==> src/design/lcd_clk_defs.svh <==
// named offsets, field positions, reset values and divider exponents for the lcd clock select block
// assumes inclusion by bare name from the design files
`ifndef LCD_CLK_DEFS_SVH
`define LCD_CLK_DEFS_SVH

// byte addresses on the register bus
`define LCD_CTRL_ADDR 8'h28
`define LCD_STAT_ADDR 8'h2c

// control register layout and reset value
`define LCD_CTRL_RESET 8'h00
`define CTRL_DISPLAY_BIT 7
`define CTRL_BOOSTER_BIT 6
`define CTRL_BOOST_HI 5
`define CTRL_BOOST_LO 4
`define CTRL_DUTY_HI 3
`define CTRL_DUTY_LO 2
`define CTRL_FRAME_HI 1
`define CTRL_FRAME_LO 0

// status register layout
`define STAT_PHASE_LO 0
`define STAT_PHASE_HI 1
`define STAT_LOW_SRC_BIT 2
`define STAT_BOOSTER_BIT 3

// chain lengths
`define HIGH_CHAIN_LEN 17
`define LOW_CHAIN_LEN 9

// frame base exponents, high clock then low clock
`define FRAME_EXP_HIGH_00 17
`define FRAME_EXP_HIGH_01 16
`define FRAME_EXP_HIGH_10 15
`define FRAME_EXP_HIGH_11 13
`define FRAME_EXP_LOW_00 9
`define FRAME_EXP_LOW_01 8

// the phase tick runs four times the base rate
`define PHASE_PER_BASE_EXP 2

// booster reference exponents
`define BOOST_EXP_HIGH_00 13
`define BOOST_EXP_HIGH_01 11
`define BOOST_EXP_HIGH_10 10
`define BOOST_EXP_HIGH_11 9
`define BOOST_EXP_LOW_00 5
`define BOOST_EXP_LOW_01 3
`define BOOST_EXP_LOW_10 2

// last phase index of a frame for each drive method
`define LAST_PHASE_QUARTER 2'h3
`define LAST_PHASE_THIRD 2'h2
`define LAST_PHASE_HALF 2'h1
`define LAST_PHASE_STATIC 2'h3

`endif

==> src/design/lcd_clk_pkg.sv <==
// types shared by the lcd clock select block
// assumes nothing beyond a systemverilog compiler
package lcd_clk_pkg;

   // drive method field encodings
   typedef enum logic [1:0] {
      duty_quarter = 2'h0,
      duty_third = 2'h1,
      duty_half = 2'h2,
      duty_static = 2'h3
   } drive_method_t;

   // state of one prescaler chain
   typedef struct packed {
      logic [16:0] count;
      logic [16:0] ticks;
   } prescale_state_t;

   // state of the top module
   typedef struct packed {
      logic [7:0] ctrl;
      logic [7:0] rdata;
      logic ack;
      logic [1:0] phase;
      logic phase_tick;
      logic frame_tick;
      logic boost_tick;
   } top_state_t;

endpackage : lcd_clk_pkg

==> src/design/lcd_prescaler.sv <==
// free-running binary divider chain advanced by a source enable pulse
// assumes src_tick is a one-cycle pulse synchronous to clock
`timescale 1ns/100ps
module lcd_prescaler
   import lcd_clk_pkg::*;
#(
   parameter int LEN = 17
) (
   input wire logic clock,
   input wire logic srst,
   input wire logic src_tick,
   output logic [LEN-1:0] stage_tick
);

   prescale_state_t state_reg;
   prescale_state_t state_next;

   // stage k pulses once per 2^(k+1) source pulses; no halt input, so it never stops
   always_comb begin
      logic carry;
      carry = src_tick;
      state_next = state_reg;
      state_next.ticks = '0;
      if (src_tick) begin
         state_next.count = state_reg.count + 17'h00001;
      end
      // rippled and of the low count bits keeps every bit select constant
      for (int k = 0; k < LEN; k++) begin
         carry = carry & state_reg.count[k];
         state_next.ticks[k] = carry;
      end
   end

   // registered so the selected pulse is a clean flop output
   always_ff @(posedge clock) begin
      if (srst) begin
         state_reg <= '0;
      end else begin
         state_reg <= state_next;
      end
   end

   assign stage_tick = state_reg.ticks[LEN-1:0];

endmodule : lcd_prescaler

==> src/design/lcd_frame_boost_clock_select.sv <==
// lcd frame and booster clock selection with its control register on a classic wishbone slave
// assumes the two source clocks arrive as one-cycle enable pulses synchronous to clock
// assumes software keeps the duty and frame-field limits; nothing here blocks a misuse
// Overview of operation
// RULE1: drive method field picks quarter, third, half duty or static drive.
// RULE2: high clock frame base is fc over 2^17, 2^16, 2^15, 2^13.
// RULE3: frame rate equals base for quarter and static, 4/3 third, 4/2 half.
// RULE4: low clock frame base is fs over 2^9 for 00, 2^8 for 01.
// RULE5: booster bit set uses internal booster, clear uses external resistor divider.
// RULE6: boost field picks fc over 2^13/11/10/9 or fs over 2^5/3/2.
// RULE7: software keeps third bias, no half or static duty with booster on.
// RULE8: software avoids frame field 10 or 11 in slow low clock modes.
// RULE9: control register resets to zero; bits display, booster, boost, duty, frame.
// RULE10: dividers free-run from the selected source, unaffected by processor halts.
//
// Local design decisions: the placing of the registers and register access over Wishbone.
`timescale 1ns/100ps
`include "lcd_clk_defs.svh"
module lcd_frame_boost_clock_select
   import lcd_clk_pkg::*;
(
   input wire logic clock,
   input wire logic srst,
   input wire logic high_freq_clock,
   input wire logic low_freq_clock,
   input wire logic divider_stage_src_sel,
   input wire logic system_clock_src_sel,
   input wire logic wb_cyc_i,
   input wire logic wb_stb_i,
   input wire logic wb_we_i,
   input wire logic [7:0] wb_adr_i,
   input wire logic [31:0] wb_dat_i,
   input wire logic [3:0] wb_sel_i,
   output logic [31:0] wb_dat_o,
   output logic wb_ack_o,
   output logic display_on,
   output logic booster_on,
   output logic [1:0] boost_freq_sel,
   output logic [1:0] drive_method,
   output logic [1:0] frame_base_sel,
   output logic low_src_active,
   output logic common_phase_tick,
   output logic [1:0] common_index,
   output logic frame_tick,
   output logic boost_clock_tick
);

   top_state_t state_reg;
   top_state_t state_next;
   logic [`HIGH_CHAIN_LEN-1:0] high_ticks;
   logic [`LOW_CHAIN_LEN-1:0] low_ticks;
   logic use_low;
   logic quarter_base;
   logic boost_src;
   logic [1:0] last_phase;
   logic bus_req;

   // pulse of the high chain that divides by 2^exp
   function automatic logic high_pick(input logic [`HIGH_CHAIN_LEN-1:0] t, input int exp);
      high_pick = t[exp-1];
   endfunction : high_pick

   // pulse of the low chain that divides by 2^exp
   function automatic logic low_pick(input logic [`LOW_CHAIN_LEN-1:0] t, input int exp);
      low_pick = t[exp-1];
   endfunction : low_pick

   // address compare shared by both register decodes
   function automatic logic addr_hit(input logic [7:0] adr, input logic [7:0] target);
      addr_hit = (adr == target);
   endfunction : addr_hit

   // status word: phase index, source in use, booster state; upper bits read zero
   function automatic logic [7:0] status_word(input logic [1:0] phase, input logic low, input logic boost);
      status_word = 8'h00;
      status_word[`STAT_PHASE_HI:`STAT_PHASE_LO] = phase;
      status_word[`STAT_LOW_SRC_BIT] = low;
      status_word[`STAT_BOOSTER_BIT] = boost;
   endfunction : status_word

   // both chains run all the time so switching sources needs no restart
   lcd_prescaler #(.LEN(`HIGH_CHAIN_LEN)) u_high_chain ( // [RULE10]
      .clock(clock),
      .srst(srst),
      .src_tick(high_freq_clock),
      .stage_tick(high_ticks)
   );

   // low chain spans the 2^9 frame base, though its deepest tap (2^7) needs only 7 stages
   lcd_prescaler #(.LEN(`LOW_CHAIN_LEN)) u_low_chain ( // [RULE10]
      .clock(clock),
      .srst(srst),
      .src_tick(low_freq_clock),
      .stage_tick(low_ticks)
   );

   // either select moves the taps onto the low clock, except frame field 1x and boost code 11
   assign use_low = divider_stage_src_sel | system_clock_src_sel;

   // quarter-base pulse; frame field 1x always falls back to the high chain
   always_comb begin
      quarter_base = 1'b0;
      case (state_reg.ctrl[`CTRL_FRAME_HI:`CTRL_FRAME_LO])
         2'h0: begin
            if (use_low) begin
               quarter_base = low_pick(low_ticks, `FRAME_EXP_LOW_00 - `PHASE_PER_BASE_EXP); // [RULE4]
            end else begin
               quarter_base = high_pick(high_ticks, `FRAME_EXP_HIGH_00 - `PHASE_PER_BASE_EXP); // [RULE2]
            end
         end
         2'h1: begin
            if (use_low) begin
               quarter_base = low_pick(low_ticks, `FRAME_EXP_LOW_01 - `PHASE_PER_BASE_EXP); // [RULE4]
            end else begin
               quarter_base = high_pick(high_ticks, `FRAME_EXP_HIGH_01 - `PHASE_PER_BASE_EXP); // [RULE2]
            end
         end
         2'h2: quarter_base = high_pick(high_ticks, `FRAME_EXP_HIGH_10 - `PHASE_PER_BASE_EXP); // [RULE2]
         2'h3: quarter_base = high_pick(high_ticks, `FRAME_EXP_HIGH_11 - `PHASE_PER_BASE_EXP); // [RULE2]
         default: quarter_base = 1'b0;
      endcase
   end

   // booster reference; code 11 has no low-clock tap, so it stays on the high chain
   always_comb begin
      boost_src = 1'b0;
      case (state_reg.ctrl[`CTRL_BOOST_HI:`CTRL_BOOST_LO])
         2'h0: begin
            if (use_low) begin
               boost_src = low_pick(low_ticks, `BOOST_EXP_LOW_00); // [RULE6]
            end else begin
               boost_src = high_pick(high_ticks, `BOOST_EXP_HIGH_00); // [RULE6]
            end
         end
         2'h1: begin
            if (use_low) begin
               boost_src = low_pick(low_ticks, `BOOST_EXP_LOW_01); // [RULE6]
            end else begin
               boost_src = high_pick(high_ticks, `BOOST_EXP_HIGH_01); // [RULE6]
            end
         end
         2'h2: begin
            if (use_low) begin
               boost_src = low_pick(low_ticks, `BOOST_EXP_LOW_10); // [RULE6]
            end else begin
               boost_src = high_pick(high_ticks, `BOOST_EXP_HIGH_10); // [RULE6]
            end
         end
         2'h3: boost_src = high_pick(high_ticks, `BOOST_EXP_HIGH_11); // [RULE6]
         default: boost_src = 1'b0;
      endcase
   end

   // phases per frame set the frame rate relative to the base
   always_comb begin
      last_phase = `LAST_PHASE_QUARTER;
      case (drive_method_t'(state_reg.ctrl[`CTRL_DUTY_HI:`CTRL_DUTY_LO])) // [RULE1]
         duty_quarter: last_phase = `LAST_PHASE_QUARTER; // [RULE3]
         duty_third: last_phase = `LAST_PHASE_THIRD; // [RULE3]
         duty_half: last_phase = `LAST_PHASE_HALF; // [RULE3]
         duty_static: last_phase = `LAST_PHASE_STATIC; // [RULE3]
         default: last_phase = `LAST_PHASE_QUARTER;
      endcase
   end

   // a strobe still held in the ack cycle is not taken again, so each access is answered once
   assign bus_req = wb_cyc_i & wb_stb_i & ~state_reg.ack;

   // next state: bus slave, phase counter and registered pulses
   always_comb begin
      state_next = state_reg;
      state_next.ack = bus_req; // one-cycle ack, dropped the cycle after
      state_next.phase_tick = quarter_base;
      state_next.frame_tick = 1'b0;
      state_next.boost_tick = boost_src & state_reg.ctrl[`CTRL_BOOSTER_BIT]; // [RULE5]
      // phase counter advances on each quarter-base pulse
      if (quarter_base) begin
         // a duty change mid-frame may leave phase above the new last; wrap it on the next quarter-base pulse
         if (state_reg.phase >= last_phase) begin
            state_next.phase = 2'h0;
            state_next.frame_tick = 1'b1; // [RULE3]
         end else begin
            state_next.phase = state_reg.phase + 2'h1;
         end
      end
      // register access; a read returns the value held before a write in the same cycle
      if (bus_req) begin
         state_next.rdata = 8'h00; // unmapped addresses read zero
         if (addr_hit(wb_adr_i, `LCD_CTRL_ADDR)) begin
            state_next.rdata = state_reg.ctrl;
            if (wb_we_i && wb_sel_i[0]) begin
               state_next.ctrl = wb_dat_i[7:0]; // [RULE9]
            end
         end else if (addr_hit(wb_adr_i, `LCD_STAT_ADDR)) begin
            state_next.rdata = status_word(state_reg.phase, use_low, state_reg.ctrl[`CTRL_BOOSTER_BIT]);
         end
      end
   end

   // single register stage for this module's state; the two chains keep their own flops
   always_ff @(posedge clock) begin
      if (srst) begin
         state_reg <= '0;
         state_reg.ctrl <= `LCD_CTRL_RESET; // [RULE9]
      end else begin
         state_reg <= state_next;
      end
   end

   // outputs straight from the state flops
   assign wb_dat_o = {24'h000000, state_reg.rdata};
   assign wb_ack_o = state_reg.ack;

   // control fields and the source in use as levels for the panel side
   assign display_on = state_reg.ctrl[`CTRL_DISPLAY_BIT];
   assign booster_on = state_reg.ctrl[`CTRL_BOOSTER_BIT]; // [RULE5]
   assign boost_freq_sel = state_reg.ctrl[`CTRL_BOOST_HI:`CTRL_BOOST_LO];
   assign drive_method = state_reg.ctrl[`CTRL_DUTY_HI:`CTRL_DUTY_LO]; // [RULE1]
   assign frame_base_sel = state_reg.ctrl[`CTRL_FRAME_HI:`CTRL_FRAME_LO];
   assign low_src_active = use_low;

   // timing pulses and phase index for the common drivers
   assign common_phase_tick = state_reg.phase_tick;
   assign common_index = state_reg.phase;
   assign frame_tick = state_reg.frame_tick;
   assign boost_clock_tick = state_reg.boost_tick;

endmodule : lcd_frame_boost_clock_select

==> config.mk <==
export PLATFORM = sky130hd
export DESIGN_NAME = lcd_frame_boost_clock_select
export DESIGN_NICKNAME = d
export VERILOG_FILES = /design/src/design/lcd_clk_pkg.sv /design/src/design/lcd_prescaler.sv /design/src/design/lcd_frame_boost_clock_select.sv
export VERILOG_INCLUDE_DIRS = /design/src /design/src/design
export SDC_FILE = /design/constraint.sdc
export NUM_CORES = 1
export LEC_CHECK = 0
export ABC_AREA = 1
export BUFFER_PORTS_ARGS = -buffer_cell sky130_fd_sc_hd__buf_2
export CORE_MARGIN = 3
export CORE_UTILIZATION = 44
export DETAILED_ROUTE_END_ITERATION = 8
export GPL_TIMING_DRIVEN = 0
export HOLD_SLACK_MARGIN = 0.15
export PLACE_DENSITY = 0.82
export SETUP_SLACK_MARGIN = 0.15
export SLEW_MARGIN = 20
export SYNTH_ARGS = -nofsm -noshare
export SYNTH_HDL_FRONTEND = slang
export SYNTH_SLANG_ARGS = --single-unit
==> constraint.sdc <==
create_clock -name clock -period 1.4 [get_ports clock]
set_input_delay 0 -clock clock [delete_from_list [all_inputs] [get_ports clock]]
set_output_delay 0 -clock clock [all_outputs]
set_load 0.005 [all_outputs]
==> flow_summary_export.csv, run 1 <==
group,metric,value,unit
grt,antenna_found_initial,0,
cells_and_area,post_route_cells_drive_above_1_share,0.356,
placement,place_congestion,0.776,
floorplanning,fp.dieArea,7050,sq um
cells_and_area,final_cell_mix,"nand2_1, buf_2, inv_1",
cells_and_area,diodes,0,
floorplanning,dieWidth,83.9,microns
logic_synthesis,ys_ff_latch,55,
run_status,violations,"setup timing",
placement,port_buffers,48,
timing,timing.final.max_slew_violations,0,
logic_synthesis,syn_area_per_cell,7.03,sq um
floorplanning,core,5680,sq um
worst_setup_path,slowest_stage,"dfxtp_2",
power_and_ir_drop,powerDensity,742,nW/um^2
logic_synthesis,ys_seq_area_frac,0.412,
worst_setup_path,required,1.62,ns
worst_setup_path,cpMostUsedCell,"nand2_1",
timing,fin_setup_tns,-0.0442,ns
worst_setup_path,cp_max_fo,5,
floorplanning,pin_count,100,
worst_setup_path,crit_chain,"inv_2 > nand3_4 > nor3_4 > nand3b_4 > clkbuf_16 > nand2_1 > nand2_1 > nor2_1",
clocking,cts_tree,"built",
clocking,cts.reportedPaths.clkPinSlew,0.11,ns
timing,clock_skew,0.0113,ns
timing,setup_slack,-0.0442,ns
power_and_ir_drop,leakage,0.00186,uW
timing,fmax,692,MHz
job,maxCapViolCount,0,
timing,post-route-period-util,1.03,
worst_setup_path,arrival,1.67,ns
grt,grtUsageTotal,0.185,
drt,post_drt_wl_per_cell,13.0,microns
placement,dp_hpwl,4.33,mm
grt,grt_pass1_vias,2510,
drt,vias_per_cell,4.84,
logic_synthesis,ys_types,30,
floorplanning,rows,27,
clocking,cts_buffer_depth,2,
drt,drtAntennaViolNets,0,
cells_and_area,area_growth,40.7,%
clocking,insertion_delay,0.31,ns
grt,grt_max_degree,20,
power_and_ir_drop,ir_worst_vdd,0.000660,V
worst_setup_path,cpLargestDelayFamily,"simple AND/OR/NAND/NOR gates",
drt,drt-initial-drc-count,108,
floorplanning,dieHeight,83.9,microns
timing,fin_crit,1.44,ns
drt,firstDrtPassIters,4,
cells_and_area,nets,551,
floorplanning,initial_core_util,0.471,
logic_synthesis,syn-instance-count,380,
clocking,htree_levels,2,
run_status,status,"finished, violations left",
clocking,cts_sinks,55,
grt,overflow,0,
worst_setup_path,path_class,"reg2reg",
worst_hold_path,holdCritPathClass,"in2reg",
grt,grt_first_pass_wirelength,10.8,mm
clocking,cts_buffers,5,
worst_setup_path,max_stage_delay,0.34,ns
worst_setup_path,startpoint_type,"flop",
timing,worstMarginPinSlew,0.665,ns
timing,hold_violations,0,
drt,drt-total-wl,7.40,mm
worst_setup_path,crit_buf_inv,2,
timing,setup_violations,1,
logic_synthesis,synth_warnings,0,
drt,drc,0,
timing,slew-limit-headroom,0.557,
cells_and_area,layout_commonest_cell,"nand2_1",
cells_and_area,largest_reg_flops,15,
timing,hold-worst-slack,0.151,ns
timing,rsz0062_at_grt,"true",
drt,dr_total_vias,2747,
clocking,root_buffer,"clkbuf_8",
logic_synthesis,synthesis.area,2670,sq um
worst_setup_path,cp-end-kind,"flop",
[per-stage QoR]
| stage | area [sq um] | std cells | util | setup slack (ns) | total power (uW) |
|---|---|---|---|---|---|
| after global placement | 3110 | 523 | 0.548 | 0.0615 | 1830 |
| final | 3760 | 567 | 0.663 | -0.0442 | 2790 |
| after floorplan | 2780 | 403 | - | 0.163 | 1760 |
| after global routing | 3760 | 567 | 0.663 | -0.0973 | 2910 |
| after detailed placement | 3110 | 523 | 0.548 | 0.0111 | 1830 |
| after CTS | 3500 | 557 | 0.617 | 0.0941 | 2770 |
[worst register-to-register path, delay by kind of cell, from the launching register on]
family / cells / cell delay, ns
and+or+nand+nor: 6 / 0.75
buffers and inverters: 2 / 0.27
DFF: 1 / 0.34
[layout make-up]
cell class,instances,area [sq um]
Multi-Input combinational cell,263,1430
Timing Repair Buffer,84,588
Inverter,53,199
Buffer,32,229
Clock buffer,5,68.8
Tap cell,72,90.1
Clock inverter,3,26.3
Fill cell,441,1910
Sequential cell,55,1130
[Yosys cell counts]
master	instances	share of area
nand2_1	87	0.12
dfxtp_1	55	0.41
inv_1	52	0.073
nor2_1	50	0.070
nand3_1	28	0.052
a21oi_1	24	0.045
buf_4	24	0.067
o21ai_0	13	0.024
nor2_2	7	0.016
nor3_1	6	0.011
nand2_2	5	0.012
ha_1	4	0.019
buf_2	3	0.0056
clkbuf_1	3	0.0042
nor2_4	3	0.013
nand4_1	2	0.0047
a211oi_1	1	0.0028
a31oi_1	1	0.0023
and2_1	1	0.0023
and3_2	1	0.0028
buf_6	1	0.0042
clkbuf_2	1	0.0019
conb_1	1	0.0014
inv_2	1	0.0014
nand3_4	1	0.0066
nand3b_1	1	0.0028
nand3b_4	1	0.0075
nor3_4	1	0.0061
nor3b_1	1	0.0028
xor2_1	1	0.0033
[cells by family (layout without fill, tap and decap cells)]
group | count (synthesis) | after routing | share of synthesized area
AND/OR/NAND/NOR | 195 | 195 | 0.332
AO/OA/AOI/OAI | 39 | 39 | 0.0744
other | 1 | 24 | 0.00140
buffers and inverters | 85 | 177 | 0.158
flip-flops | 55 | 55 | 0.412
adder cells (fa/ha/maj) | 4 | 4 | 0.0187
XOR/XNOR | 1 | 1 | 0.00328
[metal layers]
metal | up-vias | track usage | share of wire
li1 | 1362 | - | -
met1 | 1261 | 0.206 | 0.38
met2 | 107 | 0.343 | 0.53
met3 | 17 | 0.0385 | 0.068
met4 | 0 | 0.0658 | 0.020
met5 | - | 0 | 0
[worst paths after layout]
| path | start | to | slack [ns] | depth (start not counted) |
|---|---|---|---|---|
| max | wb_ack_o | drive_method[0] | -0.04 | 8 |
| min | wb_stb_i | wb_ack_o | 0.15 | 4 |
| max reg2reg | wb_ack_o | drive_method[0] | -0.04 | 8 |
| min reg2reg | u_high_chain.state_reg[31] | u_high_chain.stage_tick[14] | 0.47 | 2 |
[where the power goes]
part / total (uW) / leakage [uW] / switching [uW] / internal (uW)
Combinational: 282 / 0.00136 / 139 / 142
Sequential: 1590 / 0.000450 / 15.5 / 1570
Clock: 920 / 0.0000491 / 551 / 369
[repair_timing]
action	CTS	global route
setup endpoints to repair	23	34
buffers inserted	11	9
cloned	0	1
hold endpoints to repair	26	0
gates resized for setup	23	49
pin swaps	15	19
hold buffers	15	0
(Power assumes the default switching activity.)
==> run 2: changes to the inputs <==
--- a/config.mk
+++ b/config.mk
@@ -14,7 +14,6 @@
 export GPL_TIMING_DRIVEN = 0
 export HOLD_SLACK_MARGIN = 0.15
 export PLACE_DENSITY = 0.82
-export SETUP_SLACK_MARGIN = 0.15
 export SLEW_MARGIN = 20
 export SYNTH_ARGS = -nofsm -noshare
 export SYNTH_HDL_FRONTEND = slang
==> run 2 against run 1 <==
Net effect:
- the flow now finishes without violations
- global-route usage is 0.32 points higher
- first-iteration DRC count fell by 9.3%
- clock skew decreased by 0.0074 ns
- critical path depth unchanged
- sequential share of layout area is 1.1 points higher
- largest cell class unchanged
- count of clock-buffer cells in the layout unchanged
- clock power increased by 20%
- sequential power about the same
- non-clock buffer count fell by 5
- register-to-register slack better by 0.09 ns
- wire length decreased by 9.8%
- largest power group unchanged
- setup slack better by 0.091 ns
==> flow_summary_export.csv, run 2 (same netlist as run 1, synthesis figures left out) <==
group,metric,value,unit
run_status,status,"completed",
clocking,cts_tree,"built",
floorplanning,core,5680,sq um
grt,antenna_found_initial,0,
floorplanning,dieWidth,83.9,microns
worst_setup_path,max_stage_delay,0.35,ns
drt,dr_total_vias,2607,
cells_and_area,diodes,0,
power_and_ir_drop,power,2960,uW
grt,grt_first_pass_wirelength,11.0,mm
placement,port_buffers,48,
grt,grtUsageTotal,0.188,
cells_and_area,area_growth,34.2,%
worst_setup_path,slowest_stage,"dfxtp_2",
grt,grt_pass1_vias,2504,
drt,wl_met1,2.81,mm
cells_and_area,fin_area,3590,sq um
cells_and_area,final_cell_mix,"nand2_1, buf_2, inv_1",
worst_setup_path,r2r-end,"common_index[1]",
drt,post_drt_wl_per_cell,11.9,microns
drt,firstDrtPassIters,4,
worst_setup_path,arrival,1.61,ns
clocking,cts_sinks,55,
worst_setup_path,required,1.65,ns
worst_setup_path,reg2reg_slack,0.05,ns
cells_and_area,largest_reg_flops,15,
worst_setup_path,cpMostUsedCell,"nand2_1",
worst_setup_path,path_class,"reg2reg",
drt,drt-total-wl,6.67,mm
worst_setup_path,cp_max_fo,3,
grt,overflow,0,
cells_and_area,layout_commonest_cell,"nand2_1",
worst_setup_path,reg2regPathDepth,8,
timing,clock_skew,0.00396,ns
power_and_ir_drop,powerDensity,826,nW/um^2
timing,post-route-period-util,0.967,
worst_hold_path,holdCritPathClass,"in2reg",
placement,dp.cells,523,
floorplanning,pin_count,100,
worst_setup_path,crit_buf_inv,1,
clocking,cts.reportedPaths.clkPinSlew,0.10,ns
worst_setup_path,startpoint_type,"flop",
worst_setup_path,cpLargestDelayFamily,"simple AND/OR/NAND/NOR gates",
clocking,root_buffer,"clkbuf_8",
cells_and_area,nets,546,
timing,fin_setup_tns,0,ns
cells_and_area,finalNonFillerCells,562,
worst_setup_path,r2r_start,"drive_method[1]",
placement,dp_hpwl,4.18,mm
job,maxCapViolCount,0,
grt,grt_max_degree,19,
clocking,cts_buffers,5,
drt,dr_wl_met3,382,microns
worst_hold_path,hold_end,"wb_ack_o",
floorplanning,rows,27,
drt,highest-signal-layer,"met4",
timing,rsz0062_at_grt,"true",
clocking,insertion_delay,0.31,ns
worst_hold_path,holdPathStages,4,
floorplanning,dieHeight,83.9,microns
timing,hold_violations,0,
drt,drc,0,
placement,place_congestion,0.797,
drt,drtAntennaViolNets,0,
timing,timing.final.max_slew_violations,0,
timing,fin_crit,1.35,ns
timing,fmax,739,MHz
floorplanning,initial_core_util,0.471,
cells_and_area,post_route_cells_drive_above_1_share,0.282,
power_and_ir_drop,ir_worst_vdd,0.000651,V
worst_setup_path,crit_chain,"inv_2 > nand2_1 > ha_1 > nand2_1 > nand3_2 > nor2_1 > nand4_1 > a21oi_1",
worst_setup_path,cp-end-kind,"flop",
clocking,htree_levels,2,
placement,placed_area,3090,sq um
drt,drt-initial-drc-count,98,
clocking,cts_buffer_depth,2,
worst_hold_path,min-delay-start,"wb_cyc_i",
timing,setup_violations,0,
power_and_ir_drop,leakage,0.00178,uW
drt,dr_wl_met2,3.41,mm
floorplanning,fp.dieArea,7050,sq um
drt,vias_per_cell,4.64,
==> run 2: changes by cell type in the layout (fill, tap and decap cells not counted), moves of 4 or more <==
cell           previous run  this run
nor2_1                   40        48
nor2_2                   11         3
nand3_1                  17        24
nand2_1                  79        85
nand3_2                   9         3
buf_6                     6         1
dfxtp_1                  44        49
dlygate4sd3_1            15        19
==> run 2: how the worst max path moves through the flow <==
stage | start | to | slack (ns) | cells after the start
finish | drive_method[1] | common_index[1] | 0.05 | 8
global route | drive_method[1] | common_index[1] | -0.03 | 8
CTS | wb_adr_i[6] | frame_base_sel[0] | 0.01 | 9
detailed placement | u_high_chain.state_reg[17] | u_high_chain.state_reg[27] | -0.02 | 8
global placement | u_high_chain.state_reg[17] | u_high_chain.state_reg[27] | 0.0001 | 8
floorplan | u_high_chain.state_reg[17] | u_high_chain.state_reg[27] | 0.11 | 8
==> run 2: area by class of cell <==
| class | count | area, sq um |
|---|---|---|
| fill | 467 | 2090 |
| multi-input combinational | 263 | 1320 |
| sequential | 55 | 1110 |
| timing repair buffer | 79 | 520 |
| buffer | 32 | 225 |
| inverter | 53 | 199 |
| tap | 72 | 90.1 |
| clock buffer | 5 | 68.8 |
| clock inverter | 3 | 47.5 |
==> run 2: metal layers <==
metal	vias to the layer above	track usage
met2	83	0.351
met3	7	0.0464
met1	1165	0.214
met5	-	0
li1	1352	-
met4	0	0.0439
==> run 2: power breakdown <==
| group | switching [uW] | internal (uW) |
|---|---|---|
| sequential | 11.9 | 1570 |
| combinational | 132 | 142 |
| clock | 557 | 543 |
| total | 701 | 2260 |
==> run 2: timing repair <==
item                       in CTS  in global routing
setup buffers                   2                 10
pin swaps                       2                 13
resized for setup               5                 29
hold endpoints to repair       30                  0
hold buffers                   19                  0
setup endpoints to repair       4                 34
==> run 2: worst reg2reg max path: cells and delay by family (launching register included) <==
kind | cells | cell delay (ns)
and+or+nand+nor | 5 | 0.42
DFF | 1 | 0.35
adders and majority gates | 1 | 0.31
buffers and inverters | 1 | 0.08
AOI/OAI and AO/OA | 1 | 0.14
==> run 2: per-stage QoR <==
step           worst slack (ns)  hold WS [ns]  utilization
6_report                 0.0464         0.195        0.632
5_1_grt                 -0.0321         0.223        0.632
4_1_cts                  0.0104         0.179        0.602
3_5_place_dp            -0.0210         0.234        0.544
3_3_place_gp           0.000132         0.225        0.544
2_1_floorplan             0.112        0.0722            -
==> run 3: changes to the inputs <==
--- a/config.mk
+++ b/config.mk
@@ -11,7 +11,6 @@
 export CORE_MARGIN = 3
 export CORE_UTILIZATION = 44
 export DETAILED_ROUTE_END_ITERATION = 8
-export GPL_TIMING_DRIVEN = 0
 export HOLD_SLACK_MARGIN = 0.15
 export PLACE_DENSITY = 0.82
 export SLEW_MARGIN = 20
==> run 3 against run 2 <==
Net effect:
- fmax rose by 2.0%
- final area shrank 5.7%
- total power is 2.1% higher
- die area is the same
- non-clock buffer count is 31 lower
- critical path depth rose by 1
- sequential cell count is the same
- first-iteration DRC count rose by 29%
- via count shrank 4.6%
- worst hold slack worse by 0.040 ns
- sequential power about the same
- register-to-register slack improved by 0.04 ns
- largest cell class unchanged
==> flow_summary_export.csv, run 3 (same netlist as run 1, synthesis figures left out) <==
group,metric,value,unit
run_status,status,"completed",
timing,setup_violations,0,
clocking,cts_tree,"built",
placement,dp_hpwl,3.96,mm
floorplanning,dieHeight,83.9,microns
drt,dr_wl_met2,3.07,mm
drt,firstDrtPassIters,4,
timing,timing.final.max_slew_violations,0,
cells_and_area,fin_area,3380,sq um
drt,post_drt_wl_per_cell,11.3,microns
floorplanning,dieWidth,83.9,microns
placement,place_congestion,0.812,
timing,post-route-period-util,0.948,
worst_setup_path,slowest_stage,"dlygate4sd3_1",
cells_and_area,diodes,0,
grt,antenna_found_initial,0,
worst_setup_path,crit_chain,"dlygate4sd3_1 > buf_2 > inv_1 > nand3_2 > nor2_4 > nand3b_4 > nand2_1 > nand2_1 > nor2_1",
grt,overflow,0,
grt,grtUsageTotal,0.170,
worst_setup_path,crit_buf_inv,3,
job,maxCapViolCount,0,
placement,placed_area,2930,sq um
floorplanning,rows,27,
timing,fin_setup_tns,0,ns
clocking,insertion_delay,0.30,ns
clocking,cts.reportedPaths.clkPinSlew,0.10,ns
grt,grt_pass1_vias,2401,
power_and_ir_drop,leakage,0.00166,uW
clocking,cts_sinks,55,
cells_and_area,area_growth,26.6,%
cells_and_area,fill_cells,498,
worst_setup_path,startpoint_type,"primary input",
worst_setup_path,path_class,"in2reg",
worst_setup_path,max_stage_delay,0.53,ns
worst_setup_path,cp.depth,9,
grt,grt_first_pass_wirelength,10.1,mm
drt,highest-signal-layer,"met4",
timing,fmax,754,MHz
clocking,root_buffer,"clkbuf_8",
floorplanning,initial_core_util,0.471,
drt,dr_wl_met3,313,microns
cells_and_area,post_route_cells_drive_above_1_share,0.235,
power_and_ir_drop,powerDensity,893,nW/um^2
drt,vias_per_cell,4.67,
worst_setup_path,cpMostUsedCell,"nand2_1",
clocking,htree_levels,2,
floorplanning,core,5680,sq um
drt,wl_met1,2.54,mm
cells_and_area,nets,516,
worst_setup_path,reg2regPathDepth,8,
worst_setup_path,arrival,1.57,ns
floorplanning,pin_count,100,
cells_and_area,largest_reg_flops,15,
worst_setup_path,cp_max_fo,8,
timing,rsz0062_at_grt,"true",
worst_setup_path,cp-end-kind,"flop",
worst_hold_path,holdCritPathClass,"in2reg",
drt,dr_total_vias,2486,
worst_setup_path,required,1.64,ns
drt,drt-initial-drc-count,126,
floorplanning,fp.dieArea,7050,sq um
cells_and_area,final_cell_mix,"nand2_1, dfxtp_1, inv_1",
drt,drt-total-wl,6.00,mm
clocking,cts_buffers,5,
timing,fin_crit,1.33,ns
drt,drtAntennaViolNets,0,
timing,hold-worst-slack,0.155,ns
clocking,cts_buffer_depth,2,
timing,clock_skew,0.00838,ns
placement,port_buffers,48,
drt,drc,0,
cells_and_area,layout_commonest_cell,"nand2_1",
worst_hold_path,holdPathStages,4,
worst_setup_path,cpLargestDelayFamily,"simple AND/OR/NAND/NOR gates",
timing,hold_violations,0,
power_and_ir_drop,ir_worst_vdd,0.000520,V
grt,grt_max_degree,30,
-- run 3: changes by cell type in the layout (fill, tap and decap cells not counted), sizes merged --
cell    previous run  this run
buf               88        61
bufinv             1         2
clkbuf             9         6
clkinv             1         0
inv               54        53
nand3b             2         3
-- run 3: final timing paths --
check | to | slack [ns] | start
worst min-delay path | wb_ack_o | 0.15 | wb_cyc_i
worst min register to register | u_high_chain.stage_tick[14] | 0.47 | u_high_chain.state_reg[31]
worst max register to register | common_index[1] | 0.09 | drive_method[1]
worst max-delay path | frame_base_sel[0] | 0.07 | wb_adr_i[6]
-- run 3: layout make-up --
class / count / area (sq um) / share of cell area
Clock buffer: 6 / 72.6 / 0.0214
Clock inverter: 2 / 60.1 / 0.0178
Inverter: 53 / 199 / 0.0588
Multi-Input combinational cell: 264 / 1320 / 0.391
Sequential cell: 55 / 1100 / 0.327
Tap cell: 72 / 90.1 / 0.0266
Timing Repair Buffer: 80 / 533 / 0.158
-- run 3: power breakdown --
part / switching, uW / internal, uW
Clock: 504 / 715
Combinational: 117 / 98.3
Sequential: 11.2 / 1580
Total: 632 / 2390
-- run 3: routing by layer --
layer,vias to the layer above,global-route usage
met3,11,0.0316
met1,1106,0.198
met4,0,0.0409
met2,73,0.318
li1,1296,-
met5,-,0
-- run 3: tightest hold or removal path, cell delays in order --
cell     delay [ns]
buf_2          0.10
nand3_2        0.09
buf_4          0.17
nor2_1         0.05
-- run 3: through the flow --
| stage | total power (uW) | setup WS [ns] | util | cells |
|---|---|---|---|---|
| finish | 3020 | 0.0729 | 0.596 | 532 |
| global route | 3130 | -0.0293 | 0.596 | 532 |
| CTS | 3020 | 0.0197 | 0.574 | 527 |
| detailed placement | 1780 | -0.00165 | 0.516 | 499 |
| global placement | 1770 | 0.0700 | 0.516 | 499 |
| floorplan | 1760 | 0.112 | - | 403 |
-- run 3: what timing repair did --
| action | CTS | global route |
|---|---|---|
| setup buffers | 1 | 6 |
| setup endpoints to repair | 1 | 21 |
| resized for setup | 2 | 25 |
| hold endpoints to repair | 31 | 0 |
| pin swaps | 2 | 15 |
| cloned | 0 | 1 |
| hold buffers | 19 | 0 |
